--- config.mk ---
export PLATFORM = sky130hd
export DESIGN_NAME = fifo_parallel_printer_port
export DESIGN_NICKNAME = d
export VERILOG_FILES = /design/src/hw/pport_pkg.sv /design/src/hw/fifo_parallel_printer_port.sv /design/src/hw/two_entry_buffer.sv
export VERILOG_INCLUDE_DIRS = /design/src /design/src/hw
export SDC_FILE = /design/constraint.sdc
export NUM_CORES = 1
export LEC_CHECK = 0
export BUFFER_PORTS_ARGS = -buffer_cell sky130_fd_sc_hd__buf_4
export CAP_MARGIN = 20
export CORE_MARGIN = 4
export CORE_UTILIZATION = 30
export CTS_CLUSTER_SIZE = 30
export DETAILED_ROUTE_END_ITERATION = 10
export PLACE_DENSITY_LB_ADDON = 0.12
export SLEW_MARGIN = 30
export SYNTH_ARGS = -nofsm -noshare
export SYNTH_HDL_FRONTEND = slang
export SYNTH_SLANG_ARGS = --single-unit
--- constraint.sdc ---
create_clock -name mclk -period 6 [get_ports mclk]
set_input_delay 0 -clock mclk [delete_from_list [all_inputs] [get_ports mclk]]
set_output_delay 0 -clock mclk [all_outputs]
set_load 0.005 [all_outputs]
--- src/hw/pport_defines.svh ---
// Function
// - Port data write drives lines in output mode; read in input mode gives line levels
// - Data lines come out of reset in output mode
// - Status bit 2 goes to 0 on every acknowledge falling edge
// - Status read returns bit 2 to 1; bits 1 and 0 read 1
// - Status bits 3-6 mirror error, selected, paper-out, ack; bit 7 is busy low
// - Readback bits 0,1,3 are 1 for low pin; bit 2 is 1 for high restart pin
// - Readback bit 4 is interrupt enable; bits 7-5 read 1
// - Control bits 0,1,3 drive their pins low; bit 2 at 1 releases restart, at 0 drives it low
// - Control bit 4 enables interrupt pin drive, else three-state
// - Control bit 5 picks data direction, 1 for input; bits 7-6 unused
// - Setup bit 0 enables the 128-byte FIFO, disabled by default
// - Setup bits 2-1 pick interrupt source: ack, empty, trigger level, full
// - Setup bits 4-3 pick one of four data-valid pulse widths
// - FIFO is cleared on reset and while restart is driven low
// - Automatic transfer starts after first acknowledge, paced by the peripheral
// - FIFO serves whichever direction is selected
// - Bus style pin: high separate strobes, low direction line plus strobe
// - Reset pin active high in strobe style, active low in direction style
// - Data-taken output goes low once the device accepts an access
// - Device drives addressed register onto host bus during read strobe
// - Interrupt pin three-state when disabled, polarity chosen by setup bit 7
// - Setup bit 7 at 0 gives active low interrupt, 1 active high
`ifndef PPORT_DEFINES_SVH
`define PPORT_DEFINES_SVH

`define ADDR_PORT_DATA      3'h0
`define ADDR_STATUS         3'h1
`define ADDR_PIN_CTRL       3'h2
`define ADDR_SETUP          3'h3
`define ADDR_TRIGGER        3'h4
`define ADDR_FIFO_STAT      3'h5

`define CTL_STROBE_BIT      0
`define CTL_LINEFEED_BIT    1
`define CTL_RESTART_BIT     2
`define CTL_CHOOSE_BIT      3
`define CTL_IRQ_EN_BIT      4
`define CTL_DIR_BIT         5

`define SET_FIFO_EN_BIT     0
`define SET_POLARITY_BIT    7

`define PIN_CTRL_RESET      8'h00
`define SETUP_RESET         8'h00
`define TRIGGER_RESET       8'h40

`define CLK_PERIOD_NS       100
`define WIDTH0_NS           1000
`define WIDTH1_NS           2000
`define WIDTH2_NS           5000
`define WIDTH3_NS           10000
`define WIDTH0_CYC          ((`WIDTH0_NS + `CLK_PERIOD_NS - 1) / `CLK_PERIOD_NS)
`define WIDTH1_CYC          ((`WIDTH1_NS + `CLK_PERIOD_NS - 1) / `CLK_PERIOD_NS)
`define WIDTH2_CYC          ((`WIDTH2_NS + `CLK_PERIOD_NS - 1) / `CLK_PERIOD_NS)
`define WIDTH3_CYC          ((`WIDTH3_NS + `CLK_PERIOD_NS - 1) / `CLK_PERIOD_NS)
`define SETUP_CYC           1

`endif

--- src/hw/pport_pkg.sv ---
package pport_pkg;

  typedef enum logic [3:0] {
    ENG_IDLE  = 4'b0001,
    ENG_SETUP = 4'b0010,
    ENG_PULSE = 4'b0100,
    ENG_WAIT  = 4'b1000
  } engine_state_t;

  typedef enum logic [1:0] {
    SRC_ACK     = 2'b00,
    SRC_EMPTY   = 2'b01,
    SRC_TRIGGER = 2'b10,
    SRC_FULL    = 2'b11
  } irq_source_t;

endpackage

--- src/hw/fifo_parallel_printer_port.sv ---
`timescale 1ns/1ps
`default_nettype none
`include "pport_defines.svh"

module fifo_parallel_printer_port
  import pport_pkg::*;
#(
  parameter int FIFO_DEPTH = 128
) (
  input  wire logic       mclk,
  input  wire logic       rst,
  input  wire logic       reset_pin,
  input  wire logic       bus_mode,
  input  wire logic       host_cs_n,
  input  wire logic [2:0] host_addr,
  input  wire logic       host_write_strobe_n,
  input  wire logic       host_read_strobe_n,
  input  wire logic [7:0] host_data_in,
  output logic      [7:0] host_data_out,
  output logic            host_data_oe_n,
  output logic            data_taken_out,
  input  wire logic [7:0] periph_data_lines_in,
  output logic      [7:0] periph_data_lines_out,
  output logic            periph_data_lines_oe_n,
  input  wire logic       error_input,
  input  wire logic       periph_selected_input,
  input  wire logic       paper_out_input,
  input  wire logic       ack_input,
  input  wire logic       busy_input,
  input  wire logic       data_valid_in,
  output logic            data_valid_out,
  output logic            data_valid_oe_n,
  input  wire logic       line_feed_request_in,
  output logic            line_feed_request_out,
  output logic            line_feed_request_oe_n,
  input  wire logic       restart_in,
  output logic            restart_out,
  output logic            restart_oe_n,
  input  wire logic       periph_choose_in,
  output logic            periph_choose_out,
  output logic            periph_choose_oe_n,
  output logic            interrupt_out,
  output logic            interrupt_oe_n
);

  localparam int PW = $clog2(FIFO_DEPTH);

  if (FIFO_DEPTH < 2 || FIFO_DEPTH > 128 || (FIFO_DEPTH & (FIFO_DEPTH - 1)) != 0) begin : g_depth
    $error("FIFO_DEPTH must be a power of two from 2 to 128");
  end

  // ---------------------------------------------------------------
  // Host bus decode
  // ---------------------------------------------------------------
  logic       sreset;
  logic       rd_level;
  logic       wr_level;
  logic       rd_prev_reg;
  logic       wr_prev_reg;
  logic       rd_start;
  logic       wr_start;
  logic [7:0] pin_ctrl_reg;
  logic [7:0] setup_reg;
  logic [7:0] trigger_reg;
  logic [7:0] out_latch_reg;
  logic       no_pending_reg;
  logic       ack_prev_reg;
  logic       ack_fall;
  logic       started_reg;
  logic       fifo_en;
  logic       dir_input;
  logic       fifo_clear;

  // Reset pin polarity follows the bus style
  assign sreset = bus_mode ? reset_pin : ~reset_pin;

  // Strobe style: separate strobes; direction style: read/write line plus data strobe
  always_comb begin
    if (bus_mode) begin
      rd_level = ~host_cs_n && ~host_read_strobe_n;
      wr_level = ~host_cs_n && ~host_write_strobe_n;
    end else begin
      rd_level = ~host_cs_n && ~host_read_strobe_n && host_write_strobe_n;
      wr_level = ~host_cs_n && ~host_read_strobe_n && ~host_write_strobe_n;
    end
  end

  assign rd_start = rd_level && !rd_prev_reg;
  assign wr_start = wr_level && !wr_prev_reg;

  always_ff @(posedge mclk or posedge rst) begin
    if (rst) begin
      rd_prev_reg <= 1'b0;
      wr_prev_reg <= 1'b0;
    end else begin
      rd_prev_reg <= rd_level;
      wr_prev_reg <= wr_level;
    end
  end

  // ---------------------------------------------------------------
  // Control registers
  // ---------------------------------------------------------------
  assign fifo_en   = setup_reg[`SET_FIFO_EN_BIT];
  assign dir_input = pin_ctrl_reg[`CTL_DIR_BIT];
  // Restart low empties the FIFO and rearms the auto start
  assign fifo_clear = sreset || !pin_ctrl_reg[`CTL_RESTART_BIT] || !fifo_en;

  always_ff @(posedge mclk or posedge rst) begin
    if (rst) begin
      pin_ctrl_reg <= `PIN_CTRL_RESET;
      setup_reg    <= `SETUP_RESET;
      trigger_reg  <= `TRIGGER_RESET;
    end else if (sreset) begin
      pin_ctrl_reg <= `PIN_CTRL_RESET;
      setup_reg    <= `SETUP_RESET;
      trigger_reg  <= `TRIGGER_RESET;
    end else if (wr_start) begin
      unique case (host_addr)
        `ADDR_PIN_CTRL: pin_ctrl_reg <= {2'b00, host_data_in[5:0]};
        `ADDR_SETUP:    setup_reg    <= host_data_in;
        `ADDR_TRIGGER:  trigger_reg  <= host_data_in;
        default: ;
      endcase
    end
  end

  // ---------------------------------------------------------------
  // Acknowledge edge and interrupt condition
  // ---------------------------------------------------------------
  assign ack_fall = ack_prev_reg && !ack_input;

  always_ff @(posedge mclk or posedge rst) begin
    if (rst) begin
      ack_prev_reg <= 1'b1;
    end else begin
      ack_prev_reg <= ack_input;
    end
  end

  // Edge wins over a status read in the same cycle
  always_ff @(posedge mclk or posedge rst) begin
    if (rst) begin
      no_pending_reg <= 1'b1;
    end else if (sreset) begin
      no_pending_reg <= 1'b1;
    end else if (ack_fall) begin
      no_pending_reg <= 1'b0;
    end else if (rd_start && host_addr == `ADDR_STATUS) begin
      no_pending_reg <= 1'b1;
    end
  end

  // Auto transfer waits for the peripheral's first acknowledge
  always_ff @(posedge mclk or posedge rst) begin
    if (rst) begin
      started_reg <= 1'b0;
    end else if (fifo_clear) begin
      started_reg <= 1'b0;
    end else if (ack_fall) begin
      started_reg <= 1'b1;
    end
  end

  // ---------------------------------------------------------------
  // FIFO storage
  // ---------------------------------------------------------------
  logic [7:0]  fifo_mem [FIFO_DEPTH];
  logic [PW-1:0] wr_ptr_reg;
  logic [PW-1:0] rd_ptr_reg;
  logic [PW:0]   count_reg;
  logic        fifo_full;
  logic        fifo_empty;
  logic        push;
  logic        pop;
  logic [7:0]  push_data;
  logic [7:0]  head_data;
  logic        buf_in_ready;
  logic        buf_out_valid;
  logic        buf_out_ready;
  logic [7:0]  buf_out_data;

  assign fifo_full  = (count_reg == (PW+1)'(FIFO_DEPTH));
  assign fifo_empty = (count_reg == '0);
  assign head_data  = fifo_mem[rd_ptr_reg];

  // Direction decides who fills and who drains
  always_comb begin
    if (dir_input) begin
      push      = fifo_en && ack_fall && !fifo_full;
      push_data = periph_data_lines_in;
      pop       = rd_start && host_addr == `ADDR_PORT_DATA && !fifo_empty;
    end else begin
      push      = fifo_en && wr_start && host_addr == `ADDR_PORT_DATA && !fifo_full;
      push_data = host_data_in;
      pop       = started_reg && buf_in_ready && !fifo_empty;
    end
  end

  always_ff @(posedge mclk) begin
    if (push) begin
      fifo_mem[wr_ptr_reg] <= push_data;
    end
  end

  always_ff @(posedge mclk or posedge rst) begin
    if (rst) begin
      wr_ptr_reg <= '0;
      rd_ptr_reg <= '0;
      count_reg  <= '0;
    end else if (fifo_clear) begin
      wr_ptr_reg <= '0;
      rd_ptr_reg <= '0;
      count_reg  <= '0;
    end else begin
      if (push) wr_ptr_reg <= wr_ptr_reg + 1'b1;
      if (pop)  rd_ptr_reg <= rd_ptr_reg + 1'b1;
      count_reg <= count_reg + {{PW{1'b0}}, push} - {{PW{1'b0}}, pop};
    end
  end

  // Holds bytes already leaving the FIFO while the engine stalls
  two_entry_buffer #(
    .WIDTH (8)
  ) u_out_buffer (
    .mclk      (mclk),
    .rst       (rst),
    .clear     (fifo_clear || dir_input),
    .in_valid  (pop && !dir_input),
    .in_ready  (buf_in_ready),
    .in_data   (head_data),
    .out_valid (buf_out_valid),
    .out_ready (buf_out_ready),
    .out_data  (buf_out_data)
  );

  // ---------------------------------------------------------------
  // Data-valid pulse engine
  // ---------------------------------------------------------------
  engine_state_t state_reg;
  logic [7:0]    timer_reg;
  logic [7:0]    width_cyc;

  always_comb begin
    unique case (setup_reg[4:3])
      2'b00: width_cyc = 8'(`WIDTH0_CYC);
      2'b01: width_cyc = 8'(`WIDTH1_CYC);
      2'b10: width_cyc = 8'(`WIDTH2_CYC);
      2'b11: width_cyc = 8'(`WIDTH3_CYC);
    endcase
  end

  // Busy low means the peripheral can take the next byte
  assign buf_out_ready = (state_reg == ENG_IDLE) && !busy_input && !dir_input;

  always_ff @(posedge mclk or posedge rst) begin
    if (rst) begin
      state_reg <= ENG_IDLE;
      timer_reg <= 8'h00;
    end else if (fifo_clear || dir_input) begin
      state_reg <= ENG_IDLE;
      timer_reg <= 8'h00;
    end else begin
      unique case (state_reg)
        ENG_IDLE: begin
          if (buf_out_valid && buf_out_ready) begin
            state_reg <= ENG_SETUP;
            timer_reg <= 8'(`SETUP_CYC);
          end
        end
        ENG_SETUP: begin
          if (timer_reg == 8'h01) begin
            state_reg <= ENG_PULSE;
            timer_reg <= width_cyc;
          end else begin
            timer_reg <= timer_reg - 8'h01;
          end
        end
        ENG_PULSE: begin
          if (timer_reg == 8'h01) begin
            state_reg <= ENG_WAIT;
          end else begin
            timer_reg <= timer_reg - 8'h01;
          end
        end
        ENG_WAIT: begin
          // Next byte only after the peripheral acknowledges this one
          if (ack_fall) begin
            state_reg <= ENG_IDLE;
          end
        end
      endcase
    end
  end

  // Output latch: direct writes without FIFO, engine bytes with it
  always_ff @(posedge mclk or posedge rst) begin
    if (rst) begin
      out_latch_reg <= 8'h00;
    end else if (sreset) begin
      out_latch_reg <= 8'h00;
    end else if (state_reg == ENG_IDLE && buf_out_valid && buf_out_ready) begin
      out_latch_reg <= buf_out_data;
    end else if (!fifo_en && !dir_input && wr_start && host_addr == `ADDR_PORT_DATA) begin
      out_latch_reg <= host_data_in;
    end
  end

  // ---------------------------------------------------------------
  // Peripheral pins
  // ---------------------------------------------------------------
  logic strobe_low;
  logic irq_cond;
  logic irq_level;

  assign strobe_low = pin_ctrl_reg[`CTL_STROBE_BIT] || (state_reg == ENG_PULSE);

  always_comb begin
    unique case (irq_source_t'(setup_reg[2:1]))
      SRC_ACK:     irq_cond = !no_pending_reg;
      SRC_EMPTY:   irq_cond = fifo_en && fifo_empty;
      SRC_TRIGGER: irq_cond = fifo_en && 8'(count_reg) >= trigger_reg;
      SRC_FULL:    irq_cond = fifo_en && fifo_full;
    endcase
  end

  // Polarity bit flips the asserted level
  assign irq_level = setup_reg[`SET_POLARITY_BIT] ? irq_cond : !irq_cond;

  always_ff @(posedge mclk or posedge rst) begin
    if (rst) begin
      periph_data_lines_out  <= 8'h00;
      periph_data_lines_oe_n <= 1'b0;
      data_valid_oe_n        <= 1'b1;
      line_feed_request_oe_n <= 1'b1;
      restart_oe_n           <= 1'b0;
      periph_choose_oe_n     <= 1'b1;
      interrupt_out          <= 1'b0;
      interrupt_oe_n         <= 1'b1;
    end else begin
      periph_data_lines_out  <= out_latch_reg;
      periph_data_lines_oe_n <= dir_input;
      data_valid_oe_n        <= !strobe_low;
      line_feed_request_oe_n <= !pin_ctrl_reg[`CTL_LINEFEED_BIT];
      restart_oe_n           <= pin_ctrl_reg[`CTL_RESTART_BIT];
      periph_choose_oe_n     <= !pin_ctrl_reg[`CTL_CHOOSE_BIT];
      interrupt_out          <= irq_level;
      interrupt_oe_n         <= !pin_ctrl_reg[`CTL_IRQ_EN_BIT];
    end
  end

  // Open-drain pins only ever pull low
  assign data_valid_out        = 1'b0;
  assign line_feed_request_out = 1'b0;
  assign restart_out           = 1'b0;
  assign periph_choose_out     = 1'b0;

  // ---------------------------------------------------------------
  // Read mux and bus answer
  // ---------------------------------------------------------------
  logic [7:0] read_value;
  logic [7:0] port_value;

  always_comb begin
    if (!dir_input) begin
      port_value = out_latch_reg;
    end else if (fifo_en) begin
      port_value = fifo_empty ? 8'h00 : head_data;
    end else begin
      port_value = periph_data_lines_in;
    end
  end

  always_comb begin
    unique case (host_addr)
      `ADDR_PORT_DATA: read_value = port_value;
      `ADDR_STATUS: read_value = {!busy_input, ack_input, paper_out_input,
                                  periph_selected_input, error_input,
                                  no_pending_reg, 2'b11};
      // Pins are read back, so a peripheral holding a line low shows up
      `ADDR_PIN_CTRL: read_value = {3'b111, pin_ctrl_reg[`CTL_IRQ_EN_BIT],
                                    !periph_choose_in, restart_in,
                                    !line_feed_request_in, !data_valid_in};
      `ADDR_SETUP:     read_value = setup_reg;
      `ADDR_TRIGGER:   read_value = trigger_reg;
      `ADDR_FIFO_STAT: read_value = {7'(count_reg), fifo_en};
      default:         read_value = 8'hFF;
    endcase
  end

  // Data is captured once, at the start of the read strobe
  always_ff @(posedge mclk or posedge rst) begin
    if (rst) begin
      host_data_out  <= 8'h00;
      host_data_oe_n <= 1'b1;
      data_taken_out <= 1'b1;
    end else begin
      if (rd_start) begin
        host_data_out <= read_value;
      end
      host_data_oe_n <= !rd_level;
      data_taken_out <= !(rd_level || wr_level);
    end
  end

endmodule // fifo_parallel_printer_port

`default_nettype wire

--- src/hw/two_entry_buffer.sv ---
`timescale 1ns/1ps
`default_nettype none

module two_entry_buffer #(
  parameter int WIDTH = 8
) (
  input  wire logic             mclk,
  input  wire logic             rst,
  input  wire logic             clear,
  input  wire logic             in_valid,
  output logic                  in_ready,
  input  wire logic [WIDTH-1:0] in_data,
  output logic                  out_valid,
  input  wire logic             out_ready,
  output logic      [WIDTH-1:0] out_data
);

  logic [WIDTH-1:0] slot_reg [2];
  logic             rd_ptr_reg;
  logic             wr_ptr_reg;
  logic [1:0]       count_reg;
  logic             push;
  logic             pop;

  if (WIDTH < 1) begin : g_bad_width
    $error("two_entry_buffer: WIDTH must be positive");
  end

  assign in_ready  = (count_reg != 2'h2);
  assign out_valid = (count_reg != 2'h0);
  assign push      = in_valid && in_ready;
  assign pop       = out_valid && out_ready;
  assign out_data  = slot_reg[rd_ptr_reg];

  always_ff @(posedge mclk) begin
    if (push) begin
      slot_reg[wr_ptr_reg] <= in_data;
    end
  end

  always_ff @(posedge mclk or posedge rst) begin
    if (rst) begin
      rd_ptr_reg <= 1'b0;
      wr_ptr_reg <= 1'b0;
      count_reg  <= 2'h0;
    end else if (clear) begin
      rd_ptr_reg <= 1'b0;
      wr_ptr_reg <= 1'b0;
      count_reg  <= 2'h0;
    end else begin
      if (push) wr_ptr_reg <= ~wr_ptr_reg;
      if (pop)  rd_ptr_reg <= ~rd_ptr_reg;
      count_reg <= count_reg + {1'b0, push} - {1'b0, pop};
    end
  end

endmodule // two_entry_buffer

`default_nettype wire

==> summary.md <==
| Metric | Value |
|---|---|
| Pwr dens | 315.6 mW/mm2 |
| Combinational share of power | 0.021 |
| Vias in the first global route | 24365 |
| Deepest clock path buffer count | 3 |
| Least-Margin Pin Slew | 0.9590 ns |
| Via Count | 23169 |
| Synthesized area | 0.04588 mm2 |
| Final Max Tran Viols | 0 |
| Global placement routability congestion | 0.8204 |
| Via-per-instance ratio | 4.984 |
| Setup Skew | 0.02729 ns |
| DP HPWL | 79.35 mm |
| Initial antenna violation count | 1 |
| Clk slew on worst S/H paths | 0.05 ns |
| Critical Path End Type | flop |
| WP buf/inv | 1 |
| Largest stage delay, worst path | 0.92 ns |
| Die H | 399.1 um |
| Syn Area/Cell | 19.42 um2 |
| CP max stage cell | nor2_1 |
| Max FO, Critical Path | 16 |
| Status | finished, final reports clean |
| Root Buffer | clkbuf_16 |
| Ant diodes | 0 |
| Area of placed instances | 0.04860 mm2 |
| Psw | 3500 uW |
| Post-Syn Instances | 2363 |
| Max FFs per register | 1024 |
| Distinct cells, synth | 76 |
| Crit path cell chain | inv_1 > ha_1 > nor4bb_1 > a21boi_0 > nand2_1 > nor2_1 > nand2_2 > nor2_1 |
| Critical path class | reg2reg |
| Hold Path Class | in2reg |
| H-Tree Depth | 4 |
| # port buffers | 59 |
| Post-synth top area share | 0.6807 |
| Pin count of the biggest net entering global routing | 85 |
| Die area | 0.1593 mm2 |
| Sequential power share | 0.520 |
| Worst EP required | 6.37 ns |
| Iteration-0 DRC count of the detailed router | 1950 |
| RSZ-0062 raised after global routing | false |
| Main flop type after synthesis | edfxtp_1 |
| Post-route minimum period | 4.091 ns |
| Crit share post-route | 0.6818 |
| Count leader, synth | edfxtp_1 |
| Layout cell share with drive strength beyond 1 | 0.2352 |
| Top post-synthesis cells by count | edfxtp_1, mux4_2, nor2_1 |
| EDFF count, synth | 1040 |
| All-Layer GR Usage | 0.1612 |
| Post-synthesis sequential element count | 1138 |
| Count of warnings emitted by yosys | 0 |
| Post-synth ARST share | 0.08612 |
| Row cnt | 143 |
| Die width | 399.1 um |
| Postcts setup bufs | 0 |
| Area Overhead vs Synth | 15.87% |
| CP dominant cell by count | nor2_1 |
| Routed len/inst | 27.48 um |
| Inserted Clock Buffers | 131 |
| Setup TNS | 0 ns |
| First-pass GRT wire length | 183.8 mm |
| Nets | 2586 |
| Final setup vio count | 0 |
| Post-route ant nets | 0 |
| DRT Wirelength | 127.8 mm |
| Initial core utilization | 0.3020 |
| Synth top area cells | edfxtp_1, mux4_2, dfrtp_1, nor2_1, mux2i_1 |
| DRC viols | 0 |
| Hold Buf Count CTS | 43 |
| Power Internal | 13280 uW |
| Final Hold Viols | 0 |
| Leakage power | 0.01643 uW |
| Sw Ratio | 0.2086 |
| Clock Power Share | 0.459 |
| CTS tree | built |
| Post-synth top area cell | edfxtp_1 |
| # IOs | 64 |
| Critical Path AT | 4.46 ns |
| CP Launch Type | flop |
| TritonRoute pass-1 iters | 6 |
| # clock sinks | 1138 |
| Final instance area | 0.05316 mm2 |
| GRT overflow | 0 |
| Max cap viols | 0 |
| Max transition margin | 0.3557 |
| Core Box Area | 0.1519 mm2 |
| Clock Latency Late Sink | 0.76 ns |
| Delay-heaviest family, CP | simple AND/OR/NAND/NOR gates |
| Highest Clock Rate | 244.4 MHz |
| Seq/Total Area, Yosys | 0.7344 |
| Resize count post-CTS | 0 |
| Worst IR Drop VDD | 286.6 uV |
metrics by stage:
stage | hold slack [ns] | std cells | worst slack (ns) | utilization | power (uW)
floorplan | 0.004478 | 2366 | 2.857 | - | 9016
global placement | 0.1012 | 4373 | 1.903 | 0.3197 | 9217
detailed placement | 0.1158 | 4373 | 1.762 | 0.3199 | 9222
CTS | 0.06118 | 4648 | 1.719 | 0.3497 | 17010
global route | 0.1067 | 4649 | 1.619 | 0.3500 | 17380
finish | 0.1306 | 4649 | 1.909 | 0.3500 | 16780
layout by cell type (no fill, tap or decap), drive strengths merged, types with 7 or more instances in the layout:
cell type	Yosys	routed
a21oi	52	52
a221oi	9	9
a22o	10	10
a22oi	38	38
and3	10	10
buf	84	106
bufinv	0	9
clkbuf	42	162
clkinv	0	46
dfrtp	88	88
dfstp	10	10
dlygate4sd3	0	43
edfxtp	1040	1040
ha	30	30
inv	39	50
mux2	24	24
mux2i	63	63
mux4	276	276
nand2	66	66
nand2b	15	15
nand3	24	24
nand3b	7	7
nor2	218	218
nor2b	16	16
nor3	13	13
o211ai	7	7
o21ai	39	39
o22ai	16	16
o31ai	10	10
xnor2	14	14
xor2	12	12
worst paths after layout:
kind                                  from                        to  slack, ns  cells after the start
min in group asynchronous              rst  periph_data_lines_out[4]       0.47                      4
max                           count_reg[2]            fifo_mem[8][1]       1.91                      8
min reg2reg                pin_ctrl_reg[1]    line_feed_request_oe_n       0.38                      1
max reg2reg                   count_reg[2]            fifo_mem[8][1]       1.91                      8
max in group asynchronous              rst             rd_ptr_reg[0]       4.19                      5
min                        host_data_in[2]            trigger_reg[2]       0.13                      4
power by group through the flow:
stage | logic (uW) | clock network [uW] | registers, uW
CTS | 357 | 7930 | 8720
global placement | 328 | 0 | 8890
finish | 351 | 7700 | 8730
detailed placement | 334 | 0 | 8890
global route | 382 | 8270 | 8720
floorplan | 137 | 0 | 8880
worst reg2reg max path, stage by stage, from the launching register on:
cell and delay (ns):
dfrtp_1 0.41, inv_1 0.09, ha_1 0.20, nor4bb_1 0.16, a21boi_0 0.56, nand2_1 0.33
nor2_1 0.37, nand2_2 0.63, nor2_1 0.94
routing by layer:
metal  wire length [um]  global-route usage  share of wire
met5                  0                   0              0
met4               3085             0.04699          0.024
met3               5856             0.02882          0.046
met2              61910              0.2632           0.48
met1              56910              0.2212           0.45
cell families after synthesis:
kind of cell,after synthesis,share of synthesized area
fa+ha+maj,31,0.008618
simple gates,401,0.03949
xor+xnor,26,0.004963
flops,1138,0.7344
compound gates,236,0.03518
mux,363,0.1560
buf+inv,167,0.02124
other cells,1,0.00008173
cell type report:
| type | instances | area [um2] |
|---|---|---|
| Clock inverter | 70 | 643.1 |
| Multi-Input combinational cell | 1061 | 11350 |
| Tap cell | 2030 | 2540 |
| Fill cell | 14158 | 98740 |
| Sequential cell | 1138 | 33710 |
| Clock buffer | 162 | 3447 |
| Inverter | 39 | 148.9 |
| Timing Repair Buffer | 149 | 1329 |
(Power assumes the default switching activity.)
